[src/pcm_pkg.sv]
// Constants shared by the power and clock manager
package pcm_pkg;
  // ----------------------------------------------------------------
  // Register indices and byte addresses (byte address = 4 * index)
  // ----------------------------------------------------------------
  localparam logic [7:0] IDX_POWER_CONTROL = 8'h87;
  localparam logic [7:0] IDX_AUX_CONTROL = 8'h8e;
  localparam logic [7:0] IDX_CPU_CLOCK_DIVIDER = 8'h95;
  localparam logic [7:0] IDX_AUX_CONTROL_ONE = 8'ha2;
  localparam logic [9:0] ADDR_POWER_CONTROL = {IDX_POWER_CONTROL, 2'b00};
  localparam logic [9:0] ADDR_AUX_CONTROL = {IDX_AUX_CONTROL, 2'b00};
  localparam logic [9:0] ADDR_CPU_CLOCK_DIVIDER = {IDX_CPU_CLOCK_DIVIDER, 2'b00};
  localparam logic [9:0] ADDR_AUX_CONTROL_ONE = {IDX_AUX_CONTROL_ONE, 2'b00};
  // ----------------------------------------------------------------
  // Field positions
  // ----------------------------------------------------------------
  localparam int PC_BAUD_DOUBLER = 7;
  localparam int PC_FE_VIEW = 6;
  localparam int PC_BROWNOUT_FLAG = 5;
  localparam int PC_POWERON_FLAG = 4;
  localparam int PC_USER_FLAG_ONE = 3;
  localparam int PC_USER_FLAG_ZERO = 2;
  localparam int PC_POWERDOWN = 1;
  localparam int PC_IDLE = 0;
  localparam int AUX_LOWVOLT_MEM = 4;
  localparam int AUX1_BROWNOUT_DISABLE = 6;
  localparam int AUX1_BROWNOUT_IRQ_SEL = 5;
  // ----------------------------------------------------------------
  // Reset values
  // ----------------------------------------------------------------
  localparam logic [7:0] PC_RST_POWERON = 8'h30;
  localparam logic [7:0] PC_RST_BROWNOUT = 8'h20;
  localparam logic [7:0] PC_RST_OTHER = 8'h00;
  localparam logic [7:0] DIV_RST = 8'h00;
  // ----------------------------------------------------------------
  // Timing counts: stabilisation in oscillator clocks, machine cycle in CPU clocks
  // ----------------------------------------------------------------
  localparam logic [10:0] STAB_CLKS_XTAL = 11'h400;
  localparam logic [10:0] STAB_CLKS_RC = 11'h100;
  localparam logic [2:0] CLKS_PER_MCYCLE = 3'h6;
  localparam int NUM_SYNC = 4;
  localparam int SY_BELOW_LOW = 0;
  localparam int SY_BELOW_HIGH = 1;
  localparam int SY_EXT_RST = 2;
  localparam int SY_WDT_OVF = 3;
endpackage

[src/pcm_power_clock_manager.sv]
// Power and clock manager: clock division, supply monitors, power modes
// ------------------------------------------------------------------
// Behaviour
// Compat bit halves clock, twelve-clock cycles
// Divider zero: oscillator rate or half
// Divider N: divide by 2(N+1)
// New divider value applied without stalling
// Brownout resets, or interrupts when selected
// Reset held while low; interrupt once
// Brownout interrupt needs both enable bits
// Brownout sets sticky flag until cleared
// Level bit 1 selects 2.5 V, 0 3.8 V
// Disable bit suppresses all brownout action
// Power-up sets sticky power-on flag
// Idle halts CPU; interrupt or reset ends
// Power-down bit stops oscillator and logic
// Reset or enabled wake interrupt leaves power-down
// Watchdog overflow resets even in power-down
// Brownout resets or wakes in power-down
// Wake waits 1024 or 256 clocks
// Watchdog and brownout wake conditions
// Converter wakes only on RC clock, enabled
// Memory saver bit cleared only at power-on
// Control resets 30H, 20H or 00H
// Baud doubler and framing-error view bits
// Mode bits self-clear when mode ends
// Two user flags, software only
// Zero clears flags, one leaves them
// ------------------------------------------------------------------
`timescale 1ns/10ps
module pcm_power_clock_manager
  import pcm_pkg::*;
(
  input wire logic clk,
  input wire logic rst_n,
  input wire logic [9:0] avs_address,
  input wire logic avs_read,
  input wire logic avs_write,
  input wire logic [31:0] avs_writedata,
  input wire logic [3:0] avs_byteenable,
  output logic [31:0] avs_readdata,
  output logic avs_waitrequest,
  input wire logic compat_half_clock,
  input wire logic brownout_level_select,
  input wire logic watchdog_reset_enable,
  input wire logic osc_is_crystal,
  input wire logic supply_below_low,
  input wire logic supply_below_high,
  input wire logic ext_reset_n,
  input wire logic wdt_overflow,
  input wire logic wdt_irq_enable,
  input wire logic global_irq_enable,
  input wire logic brownout_irq_enable,
  input wire logic idle_wake_irq,
  input wire logic pd_wake_irq,
  input wire logic adc_done,
  input wire logic adc_irq_enable,
  input wire logic converter_rc_clock_select,
  output logic sys_reset,
  output logic brownout_irq,
  output logic cpu_tick,
  output logic periph_tick,
  output logic cpu_halt,
  output logic osc_enable,
  output logic baud_doubler,
  output logic framing_error_view_select,
  output logic lowvolt_memory_saver
);

  // ----------------------------------------------------------------
  // Reset release and input synchronisers
  // ----------------------------------------------------------------
  logic rst_meta_q;
  logic rst_sync_q;
  logic [NUM_SYNC-1:0] sy_raw;
  logic [NUM_SYNC-1:0] sy_meta_q;
  logic [NUM_SYNC-1:0] sy_q;

  always_ff @(posedge clk or negedge rst_n)
  begin
    if (!rst_n)
    begin
      rst_meta_q <= 1'b0;
      rst_sync_q <= 1'b0;
    end
    else
    begin
      rst_meta_q <= 1'b1;
      rst_sync_q <= rst_meta_q;
    end
  end

  assign sy_raw = {wdt_overflow, ~ext_reset_n, supply_below_high, supply_below_low};

  genvar gi;
  generate
    for (gi = 0; gi < NUM_SYNC; gi++)
    begin : g_sync
      always_ff @(posedge clk or negedge rst_sync_q)
      begin
        if (!rst_sync_q)
        begin
          sy_meta_q[gi] <= 1'b0;
          sy_q[gi] <= 1'b0;
        end
        else
        begin
          sy_meta_q[gi] <= sy_raw[gi];
          sy_q[gi] <= sy_meta_q[gi];
        end
      end
    end
  endgenerate

  // ----------------------------------------------------------------
  // Register state
  // ----------------------------------------------------------------
  logic [7:0] pc_q;
  logic [7:0] div_q;
  logic lowvolt_q;
  logic bod_q;
  logic boi_q;
  logic ack_q;
  logic [31:0] rdata_q;
  logic req;
  logic wr_en;
  logic wr_pc;
  logic [7:0] wd;

  assign req = avs_read | avs_write;
  assign avs_waitrequest = req & ~ack_q;
  assign wr_en = avs_write & ack_q & avs_byteenable[0];
  assign wr_pc = wr_en & (avs_address == ADDR_POWER_CONTROL);
  assign wd = avs_writedata[7:0];

  // ----------------------------------------------------------------
  // Brownout detection
  // ----------------------------------------------------------------
  logic below;
  logic bo_det;
  logic bo_prev_q;
  logic bo_rise;
  logic bo_rst;
  logic bo_irq_ok;
  logic wdt_prev_q;
  logic wdt_rise;
  logic wdt_rst;
  logic other_rst;

  assign below = brownout_level_select ? sy_q[SY_BELOW_LOW] : sy_q[SY_BELOW_HIGH];
  assign bo_det = below & ~bod_q;
  assign bo_rise = bo_det & ~bo_prev_q;
  assign bo_rst = bo_det & ~boi_q;
  assign bo_irq_ok = bo_rise & boi_q & global_irq_enable & brownout_irq_enable;
  assign wdt_rise = sy_q[SY_WDT_OVF] & ~wdt_prev_q;
  assign wdt_rst = wdt_rise & watchdog_reset_enable;
  assign other_rst = bo_rst | wdt_rst | sy_q[SY_EXT_RST];

  always_ff @(posedge clk or negedge rst_sync_q)
  begin
    if (!rst_sync_q)
    begin
      bo_prev_q <= 1'b0;
      wdt_prev_q <= 1'b0;
    end
    else
    begin
      bo_prev_q <= bo_det;
      wdt_prev_q <= sy_q[SY_WDT_OVF];
    end
  end

  // One pulse per falling crossing
  always_ff @(posedge clk or negedge rst_sync_q)
  begin
    if (!rst_sync_q)
      brownout_irq <= 1'b0;
    else
      brownout_irq <= bo_irq_ok;
  end

  always_ff @(posedge clk or negedge rst_sync_q)
  begin
    if (!rst_sync_q)
      sys_reset <= 1'b1;
    else
      sys_reset <= other_rst;
  end

  // ----------------------------------------------------------------
  // Power-down wake and oscillator stabilisation
  // ----------------------------------------------------------------
  logic stab_q;
  logic [10:0] stab_cnt_q;
  logic [10:0] stab_len;
  logic wake_evt;
  logic stab_done;
  logic idle_end;

  assign stab_len = osc_is_crystal ? STAB_CLKS_XTAL : STAB_CLKS_RC;
  assign stab_done = stab_q & (stab_cnt_q == stab_len - 11'h001);
  assign wake_evt = pd_wake_irq
    | bo_irq_ok
    | (wdt_rise & ~watchdog_reset_enable & wdt_irq_enable)
    | (adc_done & converter_rc_clock_select & adc_irq_enable);
  assign idle_end = idle_wake_irq | bo_irq_ok;

  always_ff @(posedge clk or negedge rst_sync_q)
  begin
    if (!rst_sync_q)
    begin
      stab_q <= 1'b0;
      stab_cnt_q <= 11'h000;
    end
    else if (other_rst)
    begin
      stab_q <= pc_q[PC_POWERDOWN] | stab_q;
      stab_cnt_q <= 11'h000;
    end
    else if (pc_q[PC_POWERDOWN] & ~stab_q & wake_evt)
    begin
      stab_q <= 1'b1;
      stab_cnt_q <= 11'h000;
    end
    else if (stab_done)
    begin
      stab_q <= 1'b0;
      stab_cnt_q <= 11'h000;
    end
    else if (stab_q)
      stab_cnt_q <= stab_cnt_q + 11'h001;
  end

  // ----------------------------------------------------------------
  // Power control register
  // ----------------------------------------------------------------
  always_ff @(posedge clk or negedge rst_sync_q)
  begin
    if (!rst_sync_q)
      pc_q <= PC_RST_POWERON;
    else if (bo_rst)
      pc_q <= PC_RST_BROWNOUT;
    else if (other_rst)
      pc_q <= PC_RST_OTHER;
    else
    begin
      if (wr_pc)
      begin
        pc_q[PC_BAUD_DOUBLER] <= wd[PC_BAUD_DOUBLER];
        pc_q[PC_FE_VIEW] <= wd[PC_FE_VIEW];
        pc_q[PC_USER_FLAG_ONE] <= wd[PC_USER_FLAG_ONE];
        pc_q[PC_USER_FLAG_ZERO] <= wd[PC_USER_FLAG_ZERO];
      end
      // Hardware set wins over a software clear
      if (bo_rise)
        pc_q[PC_BROWNOUT_FLAG] <= 1'b1;
      else if (wr_pc & ~wd[PC_BROWNOUT_FLAG])
        pc_q[PC_BROWNOUT_FLAG] <= 1'b0;
      if (wr_pc & ~wd[PC_POWERON_FLAG])
        pc_q[PC_POWERON_FLAG] <= 1'b0;
      if (stab_done)
        pc_q[PC_POWERDOWN] <= 1'b0;
      else if (wr_pc)
        pc_q[PC_POWERDOWN] <= wd[PC_POWERDOWN];
      if (wr_pc)
        pc_q[PC_IDLE] <= wd[PC_IDLE];
      else if (idle_end)
        pc_q[PC_IDLE] <= 1'b0;
    end
  end

  // ----------------------------------------------------------------
  // Auxiliary and divider registers
  // ----------------------------------------------------------------
  always_ff @(posedge clk or negedge rst_sync_q)
  begin
    if (!rst_sync_q)
      lowvolt_q <= 1'b0;
    else if (wr_en & (avs_address == ADDR_AUX_CONTROL) & wd[AUX_LOWVOLT_MEM])
      lowvolt_q <= 1'b1;
  end

  always_ff @(posedge clk or negedge rst_sync_q)
  begin
    if (!rst_sync_q)
    begin
      bod_q <= 1'b0;
      boi_q <= 1'b0;
    end
    else if (sy_q[SY_EXT_RST] | wdt_rst)
    begin
      bod_q <= 1'b0;
      boi_q <= 1'b0;
    end
    else if (wr_en & (avs_address == ADDR_AUX_CONTROL_ONE))
    begin
      bod_q <= wd[AUX1_BROWNOUT_DISABLE];
      boi_q <= wd[AUX1_BROWNOUT_IRQ_SEL];
    end
  end

  always_ff @(posedge clk or negedge rst_sync_q)
  begin
    if (!rst_sync_q)
      div_q <= DIV_RST;
    else if (other_rst)
      div_q <= DIV_RST;
    else if (wr_en & (avs_address == ADDR_CPU_CLOCK_DIVIDER))
      div_q <= wd;
  end

  // ----------------------------------------------------------------
  // Avalon-MM slave answer
  // ----------------------------------------------------------------
  always_ff @(posedge clk or negedge rst_sync_q)
  begin
    if (!rst_sync_q)
      ack_q <= 1'b0;
    else
      ack_q <= req & ~ack_q;
  end

  always_ff @(posedge clk or negedge rst_sync_q)
  begin
    if (!rst_sync_q)
      rdata_q <= 32'h0000_0000;
    else if (avs_read & ~ack_q)
    begin
      unique case (avs_address)
        ADDR_POWER_CONTROL: rdata_q <= {24'h00_0000, pc_q};
        ADDR_AUX_CONTROL: rdata_q <= {27'h000_0000, lowvolt_q, 4'h0};
        ADDR_CPU_CLOCK_DIVIDER: rdata_q <= {24'h00_0000, div_q};
        ADDR_AUX_CONTROL_ONE: rdata_q <= {25'h000_0000, bod_q, boi_q, 5'h00};
        default: rdata_q <= 32'h0000_0000;
      endcase
    end
  end

  assign avs_readdata = rdata_q;

  // ----------------------------------------------------------------
  // CPU clock division
  // ----------------------------------------------------------------
  logic osc_run;
  logic half_q;
  logic pre_tick;
  logic [8:0] cnt_q;
  logic [8:0] limit;
  logic div_tick;
  logic [2:0] mc_q;

  assign osc_run = ~pc_q[PC_POWERDOWN] | stab_q;
  assign pre_tick = osc_run & (~compat_half_clock | half_q);
  // Terminal count 2N+1 gives a ratio of 2(N+1)
  assign limit = (div_q == 8'h00) ? 9'h000 : {div_q, 1'b1};
  // A value below the running count ends the period at once
  assign div_tick = pre_tick & (cnt_q >= limit);

  always_ff @(posedge clk or negedge rst_sync_q)
  begin
    if (!rst_sync_q)
      half_q <= 1'b0;
    else if (osc_run)
      half_q <= ~half_q;
  end

  always_ff @(posedge clk or negedge rst_sync_q)
  begin
    if (!rst_sync_q)
      cnt_q <= 9'h000;
    else if (div_tick)
      cnt_q <= 9'h000;
    else if (pre_tick)
      cnt_q <= cnt_q + 9'h001;
  end

  // Machine cycle of six CPU clocks keeps running in idle
  always_ff @(posedge clk or negedge rst_sync_q)
  begin
    if (!rst_sync_q)
      mc_q <= 3'h0;
    else if (div_tick & ~stab_q)
      mc_q <= (mc_q == CLKS_PER_MCYCLE - 3'h1) ? 3'h0 : mc_q + 3'h1;
  end

  always_ff @(posedge clk or negedge rst_sync_q)
  begin
    if (!rst_sync_q)
    begin
      cpu_tick <= 1'b0;
      periph_tick <= 1'b0;
    end
    else
    begin
      cpu_tick <= div_tick & ~cpu_halt & ~stab_q & ~other_rst;
      periph_tick <= div_tick & ~stab_q & (mc_q == CLKS_PER_MCYCLE - 3'h1);
    end
  end

  // ----------------------------------------------------------------
  // Mode outputs
  // ----------------------------------------------------------------
  assign cpu_halt = pc_q[PC_IDLE] | pc_q[PC_POWERDOWN];
  assign osc_enable = osc_run;
  assign baud_doubler = pc_q[PC_BAUD_DOUBLER];
  assign framing_error_view_select = pc_q[PC_FE_VIEW];
  assign lowvolt_memory_saver = lowvolt_q;

endmodule // pcm_power_clock_manager

[config.mk]
export PLATFORM = sky130hd
export DESIGN_NAME = pcm_power_clock_manager
export DESIGN_NICKNAME = d
export VERILOG_FILES = /design/src/pcm_pkg.sv /design/src/pcm_power_clock_manager.sv
export SDC_FILE = /design/constraint.sdc
export NUM_CORES = 1
export LEC_CHECK = 0
export BUFFER_PORTS_ARGS = -buffer_cell sky130_fd_sc_hd__buf_2
export CORE_MARGIN = 3
export CORE_UTILIZATION = 51
export DETAILED_ROUTE_END_ITERATION = 8
export PLACE_DENSITY_LB_ADDON = 0.1
export SLEW_MARGIN = 20
export SYNTH_ARGS = -nofsm -noshare
export SYNTH_HDL_FRONTEND = slang
export SYNTH_SLANG_ARGS = --single-unit
[constraint.sdc]
create_clock -name clk -period 2.5 [get_ports clk]
set_input_delay 0.375 -clock clk [delete_from_list [all_inputs] [get_ports clk]]
set_output_delay 0.375 -clock clk [all_outputs]
set_load 0.01 [all_outputs]
== Word level (Yosys, flattened, before mapping) ==
Cells that the tools add are included.

* Mux-type cells: 31
* Reduce and logical (&&, ||, !) cells: 11
* Bitwise operators: 60
* Add/subtract/negate cells: 4
* Equality and inequality tests: 6
* Magnitude comparators: 1

{| class="wikitable"
|+ Operators with widths
! operator !! number
|-
| $mux W11 || 5
|-
| $eq A10 B10 Y1 const B || 4
|-
| $and A1 B1 Y1 || 33
|-
| $mux W8 || 4
|-
| $pmux W8 S4 || 1
|-
| $mux W9 || 3
|-
| $reduce_bool A4 Y1 || 4
|-
| $mux W1 || 15
|-
| $not A1 Y1 || 15
|-
| $or A1 B1 Y1 || 12
|-
| $add A11 B1 Y11 const B || 1
|-
| $eq A11 B11 Y1 || 1
|-
| $sub A11 B1 Y11 const B || 1
|-
| $add A9 B1 Y9 const B || 1
|-
| $ge A9 B9 Y1 || 1
|-
| $reduce_bool A3 Y1 || 3
|-
| $logic_not A8 Y1 || 1
|-
| $reduce_bool A2 Y1 || 3
|-
| $mux W2 || 2
|-
| $add A3 B1 Y3 const B || 1
|-
| $eq A3 B3 Y1 const B || 1
|-
| $mux W3 || 1
|}

* Input port bits: 66
* Flip-flop bits (word level): 93
* Output and inout port bits: 42

== Logic depth before layout (Yosys ltp) ==
Gate-level depths: netlist of the first run.

* Depth in word-level cells: 12
* Mapped depth: 9

== Worst setup path after synthesis of the first run ==
Ideal clock, no wire load.

* Path type: flip-flop to flip-flop
* From: reg div_q[2]
* To: reg mc_q[1]
* Setup time: 125 ps
* Path buffers: 0
* Slack: 305 ps
* Required time: 2,375 ps
* Stages on the path, launching flop included: 10
* Period minus slack after synthesis: 2,195 ps
* Data arrival time: 2,070 ps
* Cells stage by stage: dfrtp_1 nor4_1 nand2_1 ha_1 and3_1 nand3_1 nand3_1 a211o_1 nand3_1 mux2_2

* Longest elaborated chain between the ends: 5

{| class="wikitable"
|+ Ends and longest elaborated chain
! element !! RTL line !! text
|-
| start, declared || pcm_power_clock_manager.sv:119 || <nowiki>logic [7:0] div_q;</nowiki>
|-
| start signal, assigned || pcm_power_clock_manager.sv:309 || <nowiki>div_q <= wd;</nowiki>
|-
| $logic_not A8 Y1 || pcm_power_clock_manager.sv:355 || <nowiki>assign limit = (div_q == 8'h00) ? 9'h000 : {div_q, 1'b1};</nowiki>
|-
| $mux W9 * || pcm_power_clock_manager.sv:355 ||
|-
| $ge A9 B9 Y1 * || pcm_power_clock_manager.sv:357 || <nowiki>assign div_tick = pre_tick & (cnt_q >= limit);</nowiki>
|-
| $and A1 B1 Y1 * || pcm_power_clock_manager.sv:357 ||
|-
| $and A1 B1 Y1 * || pcm_power_clock_manager.sv:382 || <nowiki>else if (div_tick & ~stab_q)</nowiki>
|-
| end signal, assigned || pcm_power_clock_manager.sv:383 || <nowiki>mc_q <= (mc_q == CLKS_PER_MCYCLE - 3'h1) ? 3'h0 : mc_q + 3'h1;</nowiki>
|-
| end, declared || pcm_power_clock_manager.sv:350 || <nowiki>logic [2:0] mc_q;</nowiki>
|}

Every way passes the cells marked *; elsewhere a longest branch is shown, timed or not.
A chain may end at the register's enable or synchronous reset.

== Final worst setup path of the first run ==
* From: reg div_q[1]
* To: reg mc_q[1]

The elaborated chain is that of the path after synthesis.

==> results.yml, run 1 <==
status:
  status: "finished clean"
critical_path:
  cp_common_cell: "nand3_1"
  worst-path-max-fanout: 8
  criticalPathCategory: "flop to flop"
  r2r-start: "div_q[1]"
  critPathLaunchType: "flop"
  path_cells: "nor4_2, nand2_1, ha_1, and3_1, nand3_1, nand3_1, a211o_4, nand3_2, mux2_2"
  end_kind: "flop"
  crit_path_max_incr_delay_ns: 0.42
  r2r_slack_ns: 0.18
  crit_slowest_cell: "dfrtp_1"
  rr_worst_depth: 9
  critPathArrivalTime_ns: 2.56
  cp.required_ns: 2.74
  rr_endpoint: "mc_q[1]"
die:
  start_util_pct: 53.6
  num_rows: 29
  io-pin-count: 108
  dieHeight_um: 88.6
  core-area_um2: 6490
  dieArea_um2: 7850
  die_w_um: 88.6
pwr:
  pwr-share-comb_pct: 8.5
  p_int_w: 0.00174
  p_seq_share_pct: 51.0
  peakVddDrop_mv: 0.429
  power_w: 0.00233
  switching_share_pct: 25.4
  clkPwrFrac_pct: 40.4
  p_leak_nw: 1.92
  power_density_nw_per_um2: 569
  p_switching_w: 0.000592
place:
  numPortBuffers: 56
  dp.cells: 476
  place_congestion: 0.766
  dp_hpwl_mm: 5.30
  place_ws_ns: 0.0826
synth:
  synth_edf_count: 0
  ys.flop_type: "dfrtp_1"
  netlist_top_cells_count: "dfrtp_1, nand2_1, buf_4"
  yosys_register_bits: 69
  seq_area_frac_synth_pct: 49.7
  synth.avg_cell_area_um2: 10.3
  synth.distinct_cells: 54
  synth_top_area_share_pct: 47.5
  yosysTopAreaCell: "dfrtp_1"
  synth_area_leaders: "dfrtp_1, buf_4, ha_1, nand2_1, a22o_1"
  yosys_warnings: 0
  syn-cell-area_um2: 3480
  synthArstFlopShare_pct: 100
  syn-instance-count: 338
  yosysMostFrequentCell: "dfrtp_1"
global_routing:
  antenna_found_initial: 0
  grt_pass1_wl_mm: 11.7
  grt-ovfl-total: 0
  grt_pass1_vias: 2564
  grt_use_total_pct: 19.6
  grt_max_degree: 52
timing:
  slew_headroom_pct: 61.1
  clock.fmax_mhz: 431
  fin_skew_ns: 0.00790
  setup_ws_ns: 0.180
  fin_crit_ns: 2.32
  final-hold-violation-count: 0
  rsz0062_at_grt: "no"
  setup_violations: 0
  worstMarginPinSlew_ns: 0.579
  fin_crit_sh_pct: 92.8
  maxSlewViolCount: 0
  tns_ns: 0
layout:
  instances_no_fill: 493
  final_net_count: 488
  antennaDiodeCount: 0
  drive_above_1_share_pct: 26.0
  fillerInstances: 554
  fin_util_pct: 63.1
  syn2layout_area_growth_pct: 17.9
clock_network:
  insertion_delay_ns: 0.35
  cts_buffers: 9
  clockRootBuffer: "clkbuf_8"
  cts_tree: "built"
  h-tree-depth: 3
  path_clk_slew_ns: 0.08
  cts.path.max_buffers: 2
  clock_sinks: 69
  post_cts_buffers: 0
min_path:
  min-delay-start: "supply_below_high"
  holdPathEnd: "sy_meta_q[1]"
  worstHoldPathCells: 1
  hold_path_class: "input port to flop"
drt:
  drc_errors: 0
  drtIter0Drc: 134
  dr.pass1.iters: 4
  vias: 2640
  ant_nets: 0
  routedWlPerCell_um: 14.4
  routed_wl_mm: 7.10
  detail_route.vias_per_cell: 5.35
flow_run:
  cap_violations: 0
## power by group through the flow
stage               sequential [W]  combinational (W)  clock (W)
floorplan                  0.00122           0.000140          0
global placement           0.00121           0.000193          0
detailed placement         0.00121           0.000199          0
CTS                        0.00119           0.000201   0.000971
global route               0.00120           0.000224    0.00101
finish                     0.00119           0.000199   0.000944
## per-layer routing
metal  wire, µm  track usage, %
met5          0               0
met4        136            9.34
met3        267            3.82
met2       3480            31.9
met1       3210            25.1
## cell usage in the layout, fill, tap and decap left out, types with 11 or more instances in the layout
master	count
nand2_1	31
conb_1	25
dfrtp_1	65
buf_2	56
a22o_1	13
inv_1	15
nand3_1	20
buf_4	13
nor2_1	23
ha_1	11
a21oi_1	16
## flip-flops by register name (all words and copies together), names as in the netlist
signal,count
stab_cnt_q,11
cnt_q,9
avs_readdata,8
div_q,8
pc_q,8
sy_meta_q,4
sy_q,4
mc_q,3
ack_q,1
bo_prev_q,1
bod_q,1
boi_q,1
brownout_irq,1
cpu_tick,1
half_q,1
lowvolt_memory_saver,1
periph_tick,1
rst_meta_q,1
rst_sync_q,1
stab_q,1
sys_reset,1
wdt_prev_q,1
## per-stage QoR
stage | hold slack [ns] | instance area [µm²]
floorplan | 0.0794 | 3570
global placement | 0.162 | 3860
detailed placement | 0.161 | 3860
CTS | 0.114 | 4080
global route | 0.110 | 4100
finish | 0.132 | 4100
## worst max-delay path, delay by kind of cell, from the launching register on
kind | cells | cell delay (ns)
AOI/OAI and AO/OA | 1 | 0.40
adders and majority gates | 1 | 0.27
DFF | 1 | 0.42
muxes | 1 | 0.34
and+or+nand+nor | 6 | 0.80
## cell families after synthesis
logic type / count (synthesis) / synth area share [%]
DFF: 69 / 49.7
xor gates and xnor gates: 12 / 3.02
and+or+nand+nor: 128 / 20.5
other: 2 / 0.216
AOI/OAI and AO/OA: 61 / 12.4
buffers and inverters: 47 / 7.69
muxes: 8 / 2.41
adders and majority gates: 11 / 3.96
## worst max path at each step
stage	slack (ns)	from	end
finish	0.18	div_q[1]	mc_q[1]
global route	0.06	div_q[2]	mc_q[1]
CTS	0.08	div_q[1]	mc_q[1]
detailed placement	0.08	div_q[1]	mc_q[1]
global placement	0.1	div_q[1]	mc_q[1]
floorplan	0.30	div_q[2]	mc_q[1]
## repair_timing
action | 4_1_cts | 5_1_grt
gates resized for setup | 0 | 3
hold endpoints to repair | 2 | 0
hold buffers | 1 | 0
endpoints found under the setup margin | 0 | 2
## area by class of cell
type	instances	area, µm²	area share (%)
Clock buffer	10	138	3.36
Tap cell	77	96.3	2.35
Timing Repair Buffer	71	408	9.95
Clock inverter	6	70.1	1.71
Inverter	15	56.3	1.37
Sequential cell	69	1730	42.2
Multi-Input combinational cell	245	1600	39.0
(Power assumes the default switching activity.)
==> inputs of run 2 (changes only) <==
--- a/config.mk
+++ b/config.mk
@@ -9,7 +9,7 @@
 export CORE_MARGIN = 3
 export CORE_UTILIZATION = 51
 export DETAILED_ROUTE_END_ITERATION = 8
-export PLACE_DENSITY_LB_ADDON = 0.1
+export PLACE_DENSITY = 0.8
 export SLEW_MARGIN = 20
 export SYNTH_ARGS = -nofsm -noshare
 export SYNTH_HDL_FRONTEND = slang
==> results.yml, run 2 (synthesized netlist as in run 1, its figures left out) <==
die:
  start_util_pct: 53.6
  core-area_um2: 6490
  dieArea_um2: 7850
  io-pin-count: 108
  die_w_um: 88.6
  num_rows: 29
  dieHeight_um: 88.6
timing:
  clock.fmax_mhz: 428
  fin_crit_sh_pct: 93.6
  setup_violations: 0
  tns_ns: 0
  worstMarginPinSlew_ns: 0.727
  slew_headroom_pct: 51.5
  fin_skew_ns: 0.0111
  fin_crit_ns: 2.34
  final-hold-violation-count: 0
  maxSlewViolCount: 0
  rsz0062_at_grt: "no"
layout:
  antennaDiodeCount: 0
  instances_no_fill: 494
  syn2layout_area_growth_pct: 17.6
  largest_register_ffs: 11
  layout_common_cells: "dfrtp_1, buf_2, nand2_1"
  final_common_cell: "dfrtp_1"
  regMostFlops: "stab_cnt_q"
  top_regs: "stab_cnt_q: 11 flops, cnt_q: 9 flops"
  drive_above_1_share_pct: 26.4
  fillerInstances: 529
  final_net_count: 489
critical_path:
  worst-path-max-fanout: 8
  cp.required_ns: 2.73
  criticalPathCategory: "flop to flop"
  critPathLaunchType: "flop"
  end_kind: "flop"
  rr_endpoint: "mc_q[2]"
  rr_worst_depth: 9
  r2r_slack_ns: 0.16
  r2r-start: "div_q[2]"
  critPathArrivalTime_ns: 2.57
clock_network:
  cts_tree: "built"
  clock_sinks: 69
  clockRootBuffer: "clkbuf_8"
  insertion_delay_ns: 0.35
  cts.path.max_buffers: 2
  h-tree-depth: 3
  cts_buffers: 9
  path_clk_slew_ns: 0.08
drt:
  vias: 2751
  wl_met2_mm: 3.68
  routed_wl_mm: 7.19
  drc_errors: 0
  top_layer: "met4"
  detail_route.vias_per_cell: 5.57
  drtIter0Drc: 164
  wl_met3_um: 401
  routedWlPerCell_um: 14.6
  wl_met1_mm: 3.00
  ant_nets: 0
  dr.pass1.iters: 5
min_path:
  worstHoldPathCells: 1
  hold_path_class: "input port to flop"
  min-delay-start: "wdt_overflow"
  holdPathEnd: "sy_meta_q[3]"
pwr:
  power_density_nw_per_um2: 561
  clkPwrFrac_pct: 39.5
  switching_share_pct: 25.4
  p_int_w: 0.00171
  p_switching_w: 0.000584
  pwr-share-comb_pct: 8.4
  p_seq_share_pct: 52.1
  power_w: 0.00229
  p_leak_nw: 1.93
  peakVddDrop_mv: 0.363
place:
  place_congestion: 0.834
  dp_hpwl_mm: 5.36
  numPortBuffers: 56
  dp.cells: 476
global_routing:
  grt-ovfl-total: 0
  grt_max_degree: 34
  grt_pass1_wl_mm: 11.9
  antenna_found_initial: 0
  grt_use_total_pct: 19.6
  grt_pass1_vias: 2645
flow_run:
  cap_violations: 0
status:
  status: "finished clean"
[run 2: cell count changes in the layout (fill, tap and decap cells not counted), sizes merged]
cell      change
clkinvlp      -2
clkbuf        -1
buf           +1
clkinv        +3
[run 2: power groups by stage]
stage	combinational, W	sequential, W	clock [W]
after CTS	0.000193	0.00120	0.000925
after floorplan	0.000140	0.00122	0
final	0.000193	0.00120	0.000906
after global routing	0.000214	0.00120	0.000972
after global placement	0.000185	0.00121	0
after detailed placement	0.000191	0.00122	0
[run 2: area by class of cell]
class	instances	area, µm²	area share, %
Clock buffer	9	124	3.03
Clock inverter	7	73.8	1.80
Inverter	15	56.3	1.38
Multi-Input combinational cell	245	1610	39.3
Sequential cell	69	1730	42.3
Tap cell	77	96.3	2.35
Timing Repair Buffer	72	403	9.84
[run 2: routing by layer]
metal	up-vias	track usage, %
met4	0	8.65
met1	1331	23.5
met3	11	3.91
met5	-	0
met2	97	34.3
li1	1312	-
[run 2: worst max path at each step]
| stage | to | from | slack [ns] |
|---|---|---|---|
| final | mc_q[2] | div_q[2] | 0.16 |
| after global placement | mc_q[2] | div_q[1] | 0.11 |
| after CTS | mc_q[1] | div_q[2] | 0.06 |
| after floorplan | mc_q[1] | div_q[2] | 0.30 |
| after global routing | mc_q[1] | div_q[2] | 0.03 |
| after detailed placement | mc_q[1] | div_q[1] | 0.08 |
[run 2: repair_timing]
item                                    in CTS  in global routing
endpoints found under the hold margin        2                  0
hold buffers                                 1                  0
endpoints found under the setup margin       0                  6
resized for setup                            0                  4
setup buffers                                0                  1
[run 2: per-stage QoR]
stage	instance area, µm²	worst slack [ns]	hold WS (ns)	util (%)
after floorplan	3570	0.305	0.0794	-
after global placement	3850	0.113	0.161	59.3
after detailed placement	3850	0.0821	0.167	59.3
after CTS	4060	0.0626	0.110	62.5
after global routing	4090	0.0277	0.110	63.0
final	4090	0.161	0.125	63.0
[run 2: worst max-delay path: stages, from the launching register on]
cell and delay, ns:
dfrtp_1 0.43, nor4_2 0.28, nand2_1 0.09, ha_1 0.27
and3_1 0.15, nand3_1 0.07, nand3_1 0.09, a211o_4 0.39
nand3_2 0.11, mux2_2 0.33
